`config.mk`:
```
export PLATFORM = sky130hd
export DESIGN_NAME = pcet_timer
export DESIGN_NICKNAME = d
export VERILOG_FILES = /design/src/design/pcet_pkg.sv /design/src/design/pcet_timer.sv
export VERILOG_INCLUDE_DIRS = /design/src /design/src/design
export SDC_FILE = /design/constraint.sdc
export NUM_CORES = 1
export LEC_CHECK = 0
export BUFFER_PORTS_ARGS = -buffer_cell sky130_fd_sc_hd__buf_2
export CAP_MARGIN = 20
export CORE_MARGIN = 2
export CORE_UTILIZATION = 50
export DETAILED_ROUTE_END_ITERATION = 8
export GPL_ROUTABILITY_DRIVEN = 0
export PLACE_DENSITY = 0.69
export SLEW_MARGIN = 20
export SYNTH_ARGS = -nofsm -noshare
export SYNTH_HDL_FRONTEND = slang
export SYNTH_SLANG_ARGS = --single-unit
```
`constraint.sdc`:
```
create_clock -name clock -period 4.05 [get_ports clock]
set_input_delay 0 -clock clock [delete_from_list [all_inputs] [get_ports clock]]
set_output_delay 0 -clock clock [all_outputs]
set_load 0.05 [all_outputs]
```
`src/design/pcet_consts.svh`:
```
/*
 Register offsets, field positions, reset values and timing counts of the
 pulse capture / event timer channel. Assumes inclusion by bare name.
*/
`ifndef PCET_CONSTS_SVH
`define PCET_CONSTS_SVH

// Register word addresses on the plain register port
`define PCET_A_MODE_CTL 4'h0
`define PCET_A_CAPTURE_CTL 4'h1
`define PCET_A_PRESCALE 4'h2
`define PCET_A_OUTPUT_CTL 4'h3
`define PCET_A_CMP_FIRST 4'h4
`define PCET_A_CMP_SECOND 4'h5
`define PCET_A_MAIN_COUNT 4'h6
`define PCET_A_STATUS 4'h7

// mode_ctl fields: op mode in bits 3:2; wrap_flag is bit 0 of the status register
`define PCET_MODE_LO 2
`define PCET_MODE_HI 3
`define PCET_WRAP_BIT 0
// Operating mode codes in op_mode bits
`define PCET_OPM_STOP 2'h0
`define PCET_OPM_RESTART 2'h1
`define PCET_OPM_CLEAR 2'h2
`define PCET_OPM_FREE 2'h3

// capture_ctl fields
`define PCET_CRC_CAP_FIRST 0
`define PCET_CRC_SECOND_OPP 1
`define PCET_CRC_CAP_SECOND 2

// prescale_edge_ctl fields
`define PCET_PRS_CLK_LO 0
`define PCET_PRS_ES_FIRST 4
`define PCET_PRS_ES_SECOND 6

// output_ctl fields
`define PCET_TOC_ENABLE 0
`define PCET_TOC_TOGGLE 1

// Edge select codes
`define PCET_ES_FALL 2'h0
`define PCET_ES_RISE 2'h1
`define PCET_ES_BOTH 2'h3

// Prescaler divides of the base clock (log2)
`define PCET_DIV_SEL1 4'h2
`define PCET_DIV_SEL2 4'h8

`define PCET_MAX_COUNT 16'hffff
`define PCET_RESET_BYTE 8'h00
`define PCET_RESET_WORD 16'h0000

`endif

```
`src/design/pcet_pkg.sv`:
```
/*
 Types shared by the pulse capture / event timer channel.
 Assumes the constants header is compiled alongside.
*/
package pcet_pkg;

  typedef enum logic [1:0] {
    pcet_stop,
    pcet_restart,
    pcet_clear_match,
    pcet_free
  } pcet_mode_t;

  typedef struct packed {
    logic [3:0] addr;
    logic [15:0] wdata;
    logic wr;
    logic rd;
  } pcet_bus_req_t;

  typedef struct packed {
    logic trig_in_first;
    logic trig_in_second;
  } pcet_pins_t;

endpackage

```
`src/design/pcet_timer.sv`:
```
/*
 Sixteen-bit capture/compare timer channel: pulse width capture, external
 event counting and square-wave output, all in one module.
 Assumes input pins synchronous to clock and a register master that
 follows the one-cycle strobe protocol with read data one cycle later.
*/
`timescale 1ns/1ps
`include "pcet_consts.svh"

module pcet_timer (
  // Clock and reset
  input wire logic clock,
  input wire logic resetn,
  // Register port
  input wire pcet_pkg::pcet_bus_req_t bus_req,
  output logic [15:0] rdata,
  // Pins
  input wire pcet_pkg::pcet_pins_t pins,
  output logic wave_out,
  output logic first_reg_irq,
  output logic second_reg_irq
);

  ////////////////////////////////////////////////////////////////////////////
  logic [7:0] mode_ctl_reg;
  logic [7:0] capture_ctl_reg;
  logic [7:0] prescale_edge_ctl_reg;
  logic [7:0] output_ctl_reg;
  logic [15:0] cmp_cap_first_reg;
  logic [15:0] cmp_cap_second_reg;
  logic [15:0] main_count_reg;
  logic wrap_flag_reg;
  logic [8:0] div_reg;
  logic tick_reg;
  logic [1:0] samp_first_reg;
  logic [1:0] samp_second_reg;
  logic lvl_first_reg;
  logic lvl_second_reg;
  logic [15:0] rdata_reg;
  logic wave_reg;
  logic irq_first_reg;
  logic irq_second_reg;

  pcet_pkg::pcet_mode_t mode;
  logic [1:0] es_first;
  logic [1:0] es_second;
  logic event_mode;
  logic samp_en;
  logic new_first;
  logic new_second;
  logic edge_first;
  logic edge_opp_first;
  logic edge_second;
  logic match_first;
  logic at_max;
  logic count_step;
  logic restart_cap;
  logic clear_cnt;
  logic cap_into_second;
  logic cap_into_first;
  logic wrap_set;
  logic match_clear;

  // Edge qualifier shared by both pins
  function automatic logic edge_ok(input logic [1:0] es, input logic prev,
                                   input logic now);
    case (es)
      `PCET_ES_FALL: edge_ok = prev & ~now;
      `PCET_ES_RISE: edge_ok = ~prev & now;
      `PCET_ES_BOTH: edge_ok = prev ^ now;
      default: edge_ok = 1'b0;
    endcase
  endfunction

  assign mode = pcet_pkg::pcet_mode_t'(mode_ctl_reg[`PCET_MODE_HI:`PCET_MODE_LO]);
  assign es_first = prescale_edge_ctl_reg[`PCET_PRS_ES_FIRST +: 2];
  assign es_second = prescale_edge_ctl_reg[`PCET_PRS_ES_SECOND +: 2];
  // Clock select 3 marks event counting of the first pin
  assign event_mode = (prescale_edge_ctl_reg[1:0] == 2'h3);

  ////////////////////////////////////////////////////////////////////////////
  // Count clock prescaler; clock select 0 runs at the base clock
  always_ff @(posedge clock) begin
    if (!resetn || mode == pcet_pkg::pcet_stop) begin
      div_reg <= '0;
      tick_reg <= 1'b0;
    end else begin
      div_reg <= div_reg + 9'h001;
      case (prescale_edge_ctl_reg[1:0])
        2'h0: tick_reg <= 1'b1;
        2'h1: tick_reg <= (div_reg[`PCET_DIV_SEL1 - 4'h1:0] == '1);
        2'h2: tick_reg <= (div_reg[`PCET_DIV_SEL2 - 4'h1:0] == '1);
        default: tick_reg <= 1'b0;
      endcase
    end
  end

  // Event mode samples on every base clock, otherwise on the count clock
  assign samp_en = event_mode | tick_reg;

  ////////////////////////////////////////////////////////////////////////////
  // Noise filter: a level counts only after two equal samples
  always_ff @(posedge clock) begin
    if (!resetn) begin
      samp_first_reg <= 2'h0;
      samp_second_reg <= 2'h0;
      lvl_first_reg <= 1'b0;
      lvl_second_reg <= 1'b0;
    end else if (samp_en) begin
      samp_first_reg <= {samp_first_reg[0], pins.trig_in_first};
      samp_second_reg <= {samp_second_reg[0], pins.trig_in_second};
      if (samp_first_reg[1] == samp_first_reg[0]) begin
        lvl_first_reg <= samp_first_reg[0];
      end
      if (samp_second_reg[1] == samp_second_reg[0]) begin
        lvl_second_reg <= samp_second_reg[0];
      end
    end
  end

  assign new_first = (samp_first_reg[1] == samp_first_reg[0]) ? samp_first_reg[0]
                                                               : lvl_first_reg;
  assign new_second = (samp_second_reg[1] == samp_second_reg[0]) ? samp_second_reg[0]
                                                                 : lvl_second_reg;
  assign edge_first = samp_en & edge_ok(es_first, lvl_first_reg, new_first);
  // Opposite of rise is fall and back; both and none have no opposite edge
  assign edge_opp_first = samp_en & ~es_first[1]
                        & edge_ok({1'b0, ~es_first[0]}, lvl_first_reg, new_first);
  assign edge_second = samp_en & edge_ok(es_second, lvl_second_reg, new_second);

  ////////////////////////////////////////////////////////////////////////////
  // Counter control
  assign match_first = (main_count_reg == cmp_cap_first_reg)
                     & ~capture_ctl_reg[`PCET_CRC_CAP_FIRST];
  assign at_max = (main_count_reg == `PCET_MAX_COUNT);
  assign count_step = event_mode ? edge_first : tick_reg;
  assign restart_cap = (mode == pcet_pkg::pcet_restart) & edge_first;
  assign match_clear = (mode == pcet_pkg::pcet_clear_match) & match_first
                     & count_step;
  assign clear_cnt = restart_cap | match_clear;
  // A match at the maximum count also passes through zero, so it wraps too
  assign wrap_set = (mode != pcet_pkg::pcet_stop) & count_step & at_max
                  & ~restart_cap;
  assign cap_into_second = (mode != pcet_pkg::pcet_stop) & ~event_mode
                         & capture_ctl_reg[`PCET_CRC_CAP_SECOND] & edge_first;
  assign cap_into_first = (mode != pcet_pkg::pcet_stop) & ~event_mode
                        & capture_ctl_reg[`PCET_CRC_CAP_FIRST]
                        & (capture_ctl_reg[`PCET_CRC_SECOND_OPP] ? edge_opp_first
                                                                  : edge_second);

  always_ff @(posedge clock) begin
    if (!resetn || mode == pcet_pkg::pcet_stop) begin
      main_count_reg <= `PCET_RESET_WORD;
    end else if (clear_cnt) begin
      main_count_reg <= `PCET_RESET_WORD;
    end else if (count_step) begin
      main_count_reg <= main_count_reg + 16'h0001;
    end
  end

  ////////////////////////////////////////////////////////////////////////////
  // Capture registers; a capture wins over a software write in the same cycle
  always_ff @(posedge clock) begin
    if (!resetn) begin
      cmp_cap_first_reg <= `PCET_RESET_WORD;
    end else if (cap_into_first) begin
      cmp_cap_first_reg <= main_count_reg;
    end else if (bus_req.wr && bus_req.addr == `PCET_A_CMP_FIRST) begin
      cmp_cap_first_reg <= bus_req.wdata;
    end
  end

  always_ff @(posedge clock) begin
    if (!resetn) begin
      cmp_cap_second_reg <= `PCET_RESET_WORD;
    end else if (cap_into_second) begin
      cmp_cap_second_reg <= main_count_reg;
    end else if (bus_req.wr && bus_req.addr == `PCET_A_CMP_SECOND) begin
      cmp_cap_second_reg <= bus_req.wdata;
    end
  end

  ////////////////////////////////////////////////////////////////////////////
  // Interrupt pulses and square wave
  always_ff @(posedge clock) begin
    if (!resetn) begin
      irq_first_reg <= 1'b0;
    end else begin
      irq_first_reg <= (cap_into_first & ~capture_ctl_reg[`PCET_CRC_SECOND_OPP])
                     | match_clear;
    end
  end

  always_ff @(posedge clock) begin
    if (!resetn) begin
      irq_second_reg <= 1'b0;
    end else begin
      irq_second_reg <= cap_into_second;
    end
  end

  always_ff @(posedge clock) begin
    if (!resetn || !output_ctl_reg[`PCET_TOC_ENABLE]) begin
      wave_reg <= 1'b0;
    end else if (output_ctl_reg[`PCET_TOC_TOGGLE] && match_clear) begin
      wave_reg <= ~wave_reg;
    end
  end

  ////////////////////////////////////////////////////////////////////////////
  // Control registers; wrap flag set wins over software clear
  always_ff @(posedge clock) begin
    if (!resetn) begin
      mode_ctl_reg <= `PCET_RESET_BYTE;
    end else if (bus_req.wr && bus_req.addr == `PCET_A_MODE_CTL) begin
      mode_ctl_reg <= bus_req.wdata[7:0];
    end
  end

  always_ff @(posedge clock) begin
    if (!resetn) begin
      capture_ctl_reg <= `PCET_RESET_BYTE;
    end else if (bus_req.wr && bus_req.addr == `PCET_A_CAPTURE_CTL) begin
      capture_ctl_reg <= bus_req.wdata[7:0];
    end
  end

  // Edge select is not guarded: changing it while counting may fake an edge
  always_ff @(posedge clock) begin
    if (!resetn) begin
      prescale_edge_ctl_reg <= `PCET_RESET_BYTE;
    end else if (bus_req.wr && bus_req.addr == `PCET_A_PRESCALE) begin
      prescale_edge_ctl_reg <= bus_req.wdata[7:0];
    end
  end

  always_ff @(posedge clock) begin
    if (!resetn) begin
      output_ctl_reg <= `PCET_RESET_BYTE;
    end else if (bus_req.wr && bus_req.addr == `PCET_A_OUTPUT_CTL) begin
      output_ctl_reg <= bus_req.wdata[7:0];
    end
  end

  always_ff @(posedge clock) begin
    if (!resetn) begin
      wrap_flag_reg <= 1'b0;
    end else if (wrap_set) begin
      wrap_flag_reg <= 1'b1;
    end else if (bus_req.wr && bus_req.addr == `PCET_A_STATUS
                 && !bus_req.wdata[`PCET_WRAP_BIT]) begin
      wrap_flag_reg <= 1'b0;
    end
  end

  ////////////////////////////////////////////////////////////////////////////
  // Read data, valid the cycle after the strobe only
  always_ff @(posedge clock) begin
    if (!resetn || !bus_req.rd) begin
      rdata_reg <= `PCET_RESET_WORD;
    end else begin
      case (bus_req.addr)
        `PCET_A_MODE_CTL: rdata_reg <= {8'h00, mode_ctl_reg};
        `PCET_A_CAPTURE_CTL: rdata_reg <= {8'h00, capture_ctl_reg};
        `PCET_A_PRESCALE: rdata_reg <= {8'h00, prescale_edge_ctl_reg};
        `PCET_A_OUTPUT_CTL: rdata_reg <= {8'h00, output_ctl_reg};
        `PCET_A_CMP_FIRST: rdata_reg <= cmp_cap_first_reg;
        `PCET_A_CMP_SECOND: rdata_reg <= cmp_cap_second_reg;
        `PCET_A_MAIN_COUNT: rdata_reg <= main_count_reg;
        `PCET_A_STATUS: rdata_reg <= {15'h0000, wrap_flag_reg};
        default: rdata_reg <= `PCET_RESET_WORD;
      endcase
    end
  end

  assign rdata = rdata_reg;
  assign wave_out = wave_reg;
  assign first_reg_irq = irq_first_reg;
  assign second_reg_irq = irq_second_reg;

endmodule

```
# [Word level (Yosys, flattened, before mapping)]
# Cells that the tools add are included.
# W data, S select, Z words.
[word_totals] reg_bits=116 latchBits=0 ram_bits=0 romBits=0 output_inout_bits=19 memories=0
[classes] n_addsub=2 multipliers=0 div_mod_pow=0 n_lt_le_gt_ge=0 eq_ne=22 shifts=0 mux=15 bitwise=37 reduce_logical=26
[op_table] operator="$pmux W16 S8" n=1
[op_table] operator="$mux W16" n=4
[op_table] operator="$and A1 B1 Y1" n=21
[op_table] operator="$add A16 B1 Y16 const B" n=1
[op_table] operator="$eq A16 B16 Y1" n=1
[op_table] operator="$eq A16 B16 Y1 const B" n=1
[op_table] operator="$eq A4 B3 Y1 const B" n=4
[op_table] operator="$eq A2 B2 Y1 const B" n=6
[op_table] operator="$not A1 Y1" n=11
[op_table] operator="$add A9 B1 Y9 const B" n=1
[op_table] operator="$logic_and A1 B1 Y1" n=9
[op_table] operator="$pmux W1 S3" n=3
[op_table] operator="$eq A2 B1 Y1 const B" n=4
[op_table] operator="$eq A4 B2 Y1 const B" n=2
[op_table] operator="$eq A8 B8 Y1 const B" n=1
[op_table] operator="$logic_not A2 Y1" n=4
[op_table] operator="$reduce_bool A2 Y1" n=4
[op_table] operator="$mux W1" n=6
[op_table] operator="$eq A4 B1 Y1 const B" n=1
[op_table] operator="$logic_not A1 Y1" n=4
[op_table] operator="$logic_not A4 Y1" n=1
[op_table] operator="$logic_or A1 B1 Y1" n=3
[op_table] operator="$or A1 B1 Y1" n=3
[op_table] operator="$eq A1 B1 Y1" n=2
[op_table] operator="3 further kinds" n=4

# [Logic depth before layout (Yosys ltp)]
[depth] word_depth=11 ltp_mapped=9

# [Worst setup path before layout]
# No wires, ideal clock.
[synth_path] kind="register to register" startpoint="register samp_first_reg[0]" endpoint="register cmp_cap_second_reg[10]" t_arrival_ns=2.126 required_time_ns=3.917 path_slack_ns=1.791 path_stages_with_launch=10 n_path_buf=2 period_less_slack_ns=2.259 cell_sequence="dfxtp_1 > maj3_1 > ha_1 > nand2_1 > a32oi_2 > or4b_1 > buf_2 > buf_2 > nor2_1 > a211oi_2"
[synth_via] elab_chain_cells=8 elab_cells_between_ends=11
[synth_rtl] element="from (decl)" line_no="pcet_timer.sv:35" rtl="logic [1:0] samp_first_reg;"
[synth_rtl] element="from (signal assigned)" line_no="pcet_timer.sv:110" rtl="samp_first_reg <= {samp_first_reg[0], pins.trig_in_first};"
[synth_rtl] element="$eq A1 B1 Y1" line_no="pcet_timer.sv:121" rtl="assign new_first = (samp_first_reg[1] == samp_first_reg[0]) ? samp_first_reg[0]"
[synth_rtl] element="$mux W1 (*)"
[synth_rtl] element="net new_first" line_no="pcet_timer.sv:49" rtl="logic new_first;"
[synth_rtl] element="$not A1 Y1" line_no="pcet_timer.sv:68" rtl="`PCET_ES_FALL: edge_ok = prev & ~now;"
[synth_rtl] element="$and A1 B1 Y1" line_no="pcet_timer.sv:68"
[synth_rtl] element="$pmux W1 S3 (*)" line_no="pcet_timer.sv:67" rtl="case (es)"
[synth_rtl] element="$and A1 B1 Y1 (*)" line_no="pcet_timer.sv:125" rtl="assign edge_first = samp_en & edge_ok(es_first, lvl_first_reg, new_first);"
[synth_rtl] element="$and A1 B1 Y1 (*)" line_no="pcet_timer.sv:144" rtl="assign cap_into_second = (mode != pcet_pkg::pcet_stop) & ~event_mode"
[synth_rtl] element="$mux W16 / $reduce_bool A2 Y1 (equally long branches)"
[synth_rtl] element="to (signal assigned)" line_no="pcet_timer.sv:175" rtl="cmp_cap_second_reg <= `PCET_RESET_WORD;"
[synth_rtl] element="to (signal assigned)" line_no="pcet_timer.sv:177" rtl="cmp_cap_second_reg <= main_count_reg;"
[synth_rtl] element="to (signal assigned)" line_no="pcet_timer.sv:179" rtl="cmp_cap_second_reg <= bus_req.wdata;"
[synth_rtl] element="to (decl)" line_no="pcet_timer.sv:30" rtl="logic [15:0] cmp_cap_second_reg;"
# The timed path passes the listed nets; every way through them passes the cells marked *.
# A chain may end at the register's enable or synchronous reset.

# [Worst setup path after layout]
[layout_path] startpoint="register lvl_first_reg" endpoint="register cmp_cap_first_reg[15]"
[layout_via] elab_chain_cells=8 elab_cells_between_ends=11
[layout_rtl] element="from (decl)" line_no="pcet_timer.sv:37" rtl="logic lvl_first_reg;"
[layout_rtl] element="from (signal assigned)" line_no="pcet_timer.sv:113" rtl="lvl_first_reg <= samp_first_reg[0];"
[layout_rtl] element="$mux W1 (*)"
[layout_rtl] element="net new_first" line_no="pcet_timer.sv:49"
[layout_rtl] element="$not A1 Y1" line_no="pcet_timer.sv:68"
[layout_rtl] element="$and A1 B1 Y1" line_no="pcet_timer.sv:68"
[layout_rtl] element="$pmux W1 S2 (*)" line_no="pcet_timer.sv:67"
[layout_rtl] element="$and A1 B1 Y1 (*)" line_no="pcet_timer.sv:128" rtl="& edge_ok({1'b0, ~es_first[0]}, lvl_first_reg, new_first);"
[layout_rtl] element="$mux W1 (*)" line_no="pcet_timer.sv:148" rtl="& (capture_ctl_reg[`PCET_CRC_SECOND_OPP] ? edge_opp_first"
[layout_rtl] element="$and A1 B1 Y1 (*)" line_no="pcet_timer.sv:146" rtl="assign cap_into_first = (mode != pcet_pkg::pcet_stop) & ~event_mode"
[layout_rtl] element="$mux W16 / $reduce_bool A2 Y1 (equally long branches)"
[layout_rtl] element="to (signal assigned)" line_no="pcet_timer.sv:165" rtl="cmp_cap_first_reg <= `PCET_RESET_WORD;"
[layout_rtl] element="to (signal assigned)" line_no="pcet_timer.sv:167" rtl="cmp_cap_first_reg <= main_count_reg;"
[layout_rtl] element="to (signal assigned)" line_no="pcet_timer.sv:169" rtl="cmp_cap_first_reg <= bus_req.wdata;"
[layout_rtl] element="to (decl)" line_no="pcet_timer.sv:29" rtl="logic [15:0] cmp_cap_first_reg;"
# Marked as above.

==> flow_metrics.py <==
metrics = {
    "outcome": {
        "status": "finished, final reports clean",
    },
    "clock_network": {
        "cts_buffers": 17,
        "clk_latency_ps": 520,
        "clockBufferDepth": 2,
        "cts_root_buf": "clkbuf_8",
        "post_cts_buffers": 0,
        "clkSlewWorstSetupHoldPaths_ps": 60,
        "cts.sinks": 115,
        "cts_tree": "built",
        "ctsHtreeMaxLevel": 4,
    },
    "synth": {
        "yosys-top-cells-area": "dfxtp_1 42%, mux2i_1 7.3%, nor2_1 5.4%, nand2_1 5.3%, a21oi_1 4.4%",
        "synthCells": 648,
        "yosysWarnings": 0,
        "synthArstFlopShare": 0,
        "ys.flop_type": "dfxtp_1",
        "synth_top_area_frac": 0.420,
        "syn-num-nets": 679,
        "synthDistinctLibCells": 58,
        "ys_seq_elements": 115,
        "synth_area_mm2": 0.00548,
        "syn_avg_cell_area_um2": 8.45,
        "synth_seq_area_share": 0.420,
        "yosys.area.top_type": "dfxtp_1",
        "synth_edf_count": 0,
    },
    "critical_path": {
        "worstPathRequired_ps": 4450,
        "path_class": "reg2reg",
        "reg2reg_depth": 10,
        "cp_slowest_cell": "dlygate4sd3_1",
        "worstPathCellList": "maj3_1 > inv_1 > ha_1 > mux2i_1 > o21ai_0 > o311ai_4 > buf_4 > o21ai_0 > a31oi_1 > dlygate4sd3_1",
        "timing.rr.end": "cmp_cap_first_reg[15]$_SDFFE_PN0P_",
        "cp.arrival_ps": 3230,
        "slowest_delay_ps": 590,
        "path_delay_family": "buffers and inverters",
        "cp_max_fo": 33,
        "cpMostUsedCell": "o21ai_0",
        "start_kind": "flop",
        "critPathCaptureType": "flop",
        "r2r-start": "lvl_first_reg$_SDFFE_PN0N_",
        "reg2reg_slack_ps": 1220,
        "crit_buf_inv": 3,
    },
    "drt": {
        "first_iter_violations": 480,
        "routed_via_density": 5.89,
        "post_drt_wl_per_cell_um": 17.7,
        "wl_mm": 15.0,
        "route.vias.total": 4983,
        "drc": 0,
        "ant_nets": 0,
        "dr.pass1.iters": 8,
    },
    "timing": {
        "rsz0062_at_grt": "no",
        "clock.fmax_mhz": 353,
        "finalSetupViolCount": 0,
        "hold_viol_final": 0,
        "finalClockSkew_ps": 6.84,
        "finalWorstSetupSlack_ps": 1220,
        "drv_slew": 0,
        "tns_ps": 0,
        "period_share": 0.699,
        "worst_slew_pin_slew_ps": 999,
        "period_minus_slack_ps": 2830,
        "slew_headroom": 0.333,
    },
    "worst_hold_path": {
        "min_from": "bus_req[0]",
        "holdPathStages": 3,
        "min_to": "rdata[2]$_SDFF_PP0_",
        "hp-class": "in2reg",
    },
    "floorplan": {
        "fp.dieW_um": 109,
        "fp.dieArea_mm2": 0.0118,
        "ios": 45,
        "fp.dieH_um": 109,
        "rows": 38,
        "placeableCoreArea_mm2": 0.0107,
        "start_util": 0.510,
    },
    "cells_and_area": {
        "multi_input_area_mm2": 0.00292,
        "fillers": 943,
        "antenna_cells": 0,
        "layout-drive-gt1-share": 0.144,
        "area_growth_pct": 20.0,
        "layout_common_cells": "115 x dfxtp_1, 79 x nor2_1, 78 x nand2_1",
        "final_common_cell": "dfxtp_1",
        "register_area_mm2": 0.00230,
        "fin_nets": 724,
    },
    "pwr": {
        "vdd_drop_max_mv": 0.237,
        "powerDensity_mw_per_mm2": 426,
        "power_leakage_nw": 2.40,
    },
    "grt": {
        "antenna_found_initial": 0,
        "track_usage": 0.264,
        "first_global_vias": 4677,
        "grt_max_degree": 56,
        "grt_overflow_total": 0,
        "grt_pass1_wl_mm": 23.8,
    },
    "placed_design": {
        "io_buffers": 44,
        "place_ws_ps": 1310,
        "dp_hpwl_mm": 9.48,
    },
    "flow_run": {
        "timing.max_cap.violations": 0,
    },
}
## report_power, final
group	internal (mW)	switching [mW]
sequential	1.14	0.00771
clock	0.965	0.544
combinational	0.0521	0.0891
total	2.16	0.641
## per-layer routing
| metal | GRT usage | wire length [um] | vias up | share of wire |
|---|---|---|---|---|
| met5 | 0 | 0 | - | 0 |
| met4 | 0.114 | 386 | 0 | 0.026 |
| met3 | 0.0669 | 1080 | 38 | 0.072 |
| met2 | 0.417 | 7090 | 221 | 0.47 |
| met1 | 0.345 | 6460 | 2346 | 0.43 |
| li1 | - | - | 2378 | - |
## what timing repair did
| item | in CTS | in global routing |
|---|---|---|
| setup endpoints to repair | 0 | 0 |
| resized for setup | 0 | 0 |
| hold buffers | 26 | 0 |
| hold endpoints to repair | 69 | 0 |
## worst max path at each step
stage | depth (start not counted) | start | endpoint
2_1_floorplan | 9 | samp_first_reg[0]$_SDFFE_PN0N_ | cmp_cap_second_reg[10]$_SDFFE_PN0P_
3_3_place_gp | 7 | samp_first_reg[0]$_SDFFE_PN0N_ | main_count_reg[14]$_SDFFE_PP0N_
3_5_place_dp | 8 | lvl_first_reg$_SDFFE_PN0N_ | cmp_cap_second_reg[11]$_SDFFE_PN0P_
4_1_cts | 10 | lvl_first_reg$_SDFFE_PN0N_ | cmp_cap_first_reg[15]$_SDFFE_PN0P_
5_1_grt | 10 | lvl_first_reg$_SDFFE_PN0N_ | cmp_cap_first_reg[8]$_SDFFE_PN0P_
6_report | 10 | lvl_first_reg$_SDFFE_PN0N_ | cmp_cap_first_reg[15]$_SDFFE_PN0P_
## cell usage after synthesis (4+ instances only)
cell type,instances
nor2_1,79
a21oi_1,48
xnor2_1,17
a211oi_1,22
and3_1,4
mux2i_1,40
xor2_1,15
dfxtp_1,115
or3_1,4
buf_2,16
nand3_1,36
nor2b_1,5
a22oi_1,10
a21o_1,4
clkbuf_1,28
ha_1,5
nand4_1,4
mux2_2,7
o21ai_0,24
a31oi_1,19
inv_1,10
nand2b_1,4
nand2_1,78
## layout make-up
| class | instances | area share |
|---|---|---|
| multi-input combinational | 471 | 0.444 |
| clock buffer | 19 | 0.0672 |
| tap | 140 | 0.0267 |
| sequential | 115 | 0.350 |
| clock inverter | 13 | 0.0242 |
| inverter | 11 | 0.00628 |
| timing repair buffer | 77 | 0.0811 |
## metrics by stage
step	total power [mW]	instance area [um2]	instances	utilization	hold slack, ps
2_1_floorplan	1.25	5480	648	-	140
3_3_place_gp	1.29	5710	788	0.531	247
3_5_place_dp	1.30	5710	788	0.531	254
4_1_cts	2.80	6570	846	0.612	11.8
5_1_grt	2.88	6570	846	0.612	22.6
6_report	2.80	6570	846	0.612	30.9
## cell families after synthesis
logic type,after synthesis,synth area share
simple gates,232,0.189
compound gates,150,0.174
xor+xnor,32,0.0512
mux,50,0.0998
flops,115,0.420
fa+ha+maj,7,0.0151
buf+inv,62,0.0503
## worst register-to-register path, cell delays in order, from the launching register on
cell           delay [ps]
dfxtp_1               340
maj3_1                390
inv_1                 120
ha_1                  200
mux2i_1                90
o21ai_0               290
o311ai_4              140
buf_4                 260
o21ai_0               210
a31oi_1                60
dlygate4sd3_1         590
(Power assumes the default switching activity.)
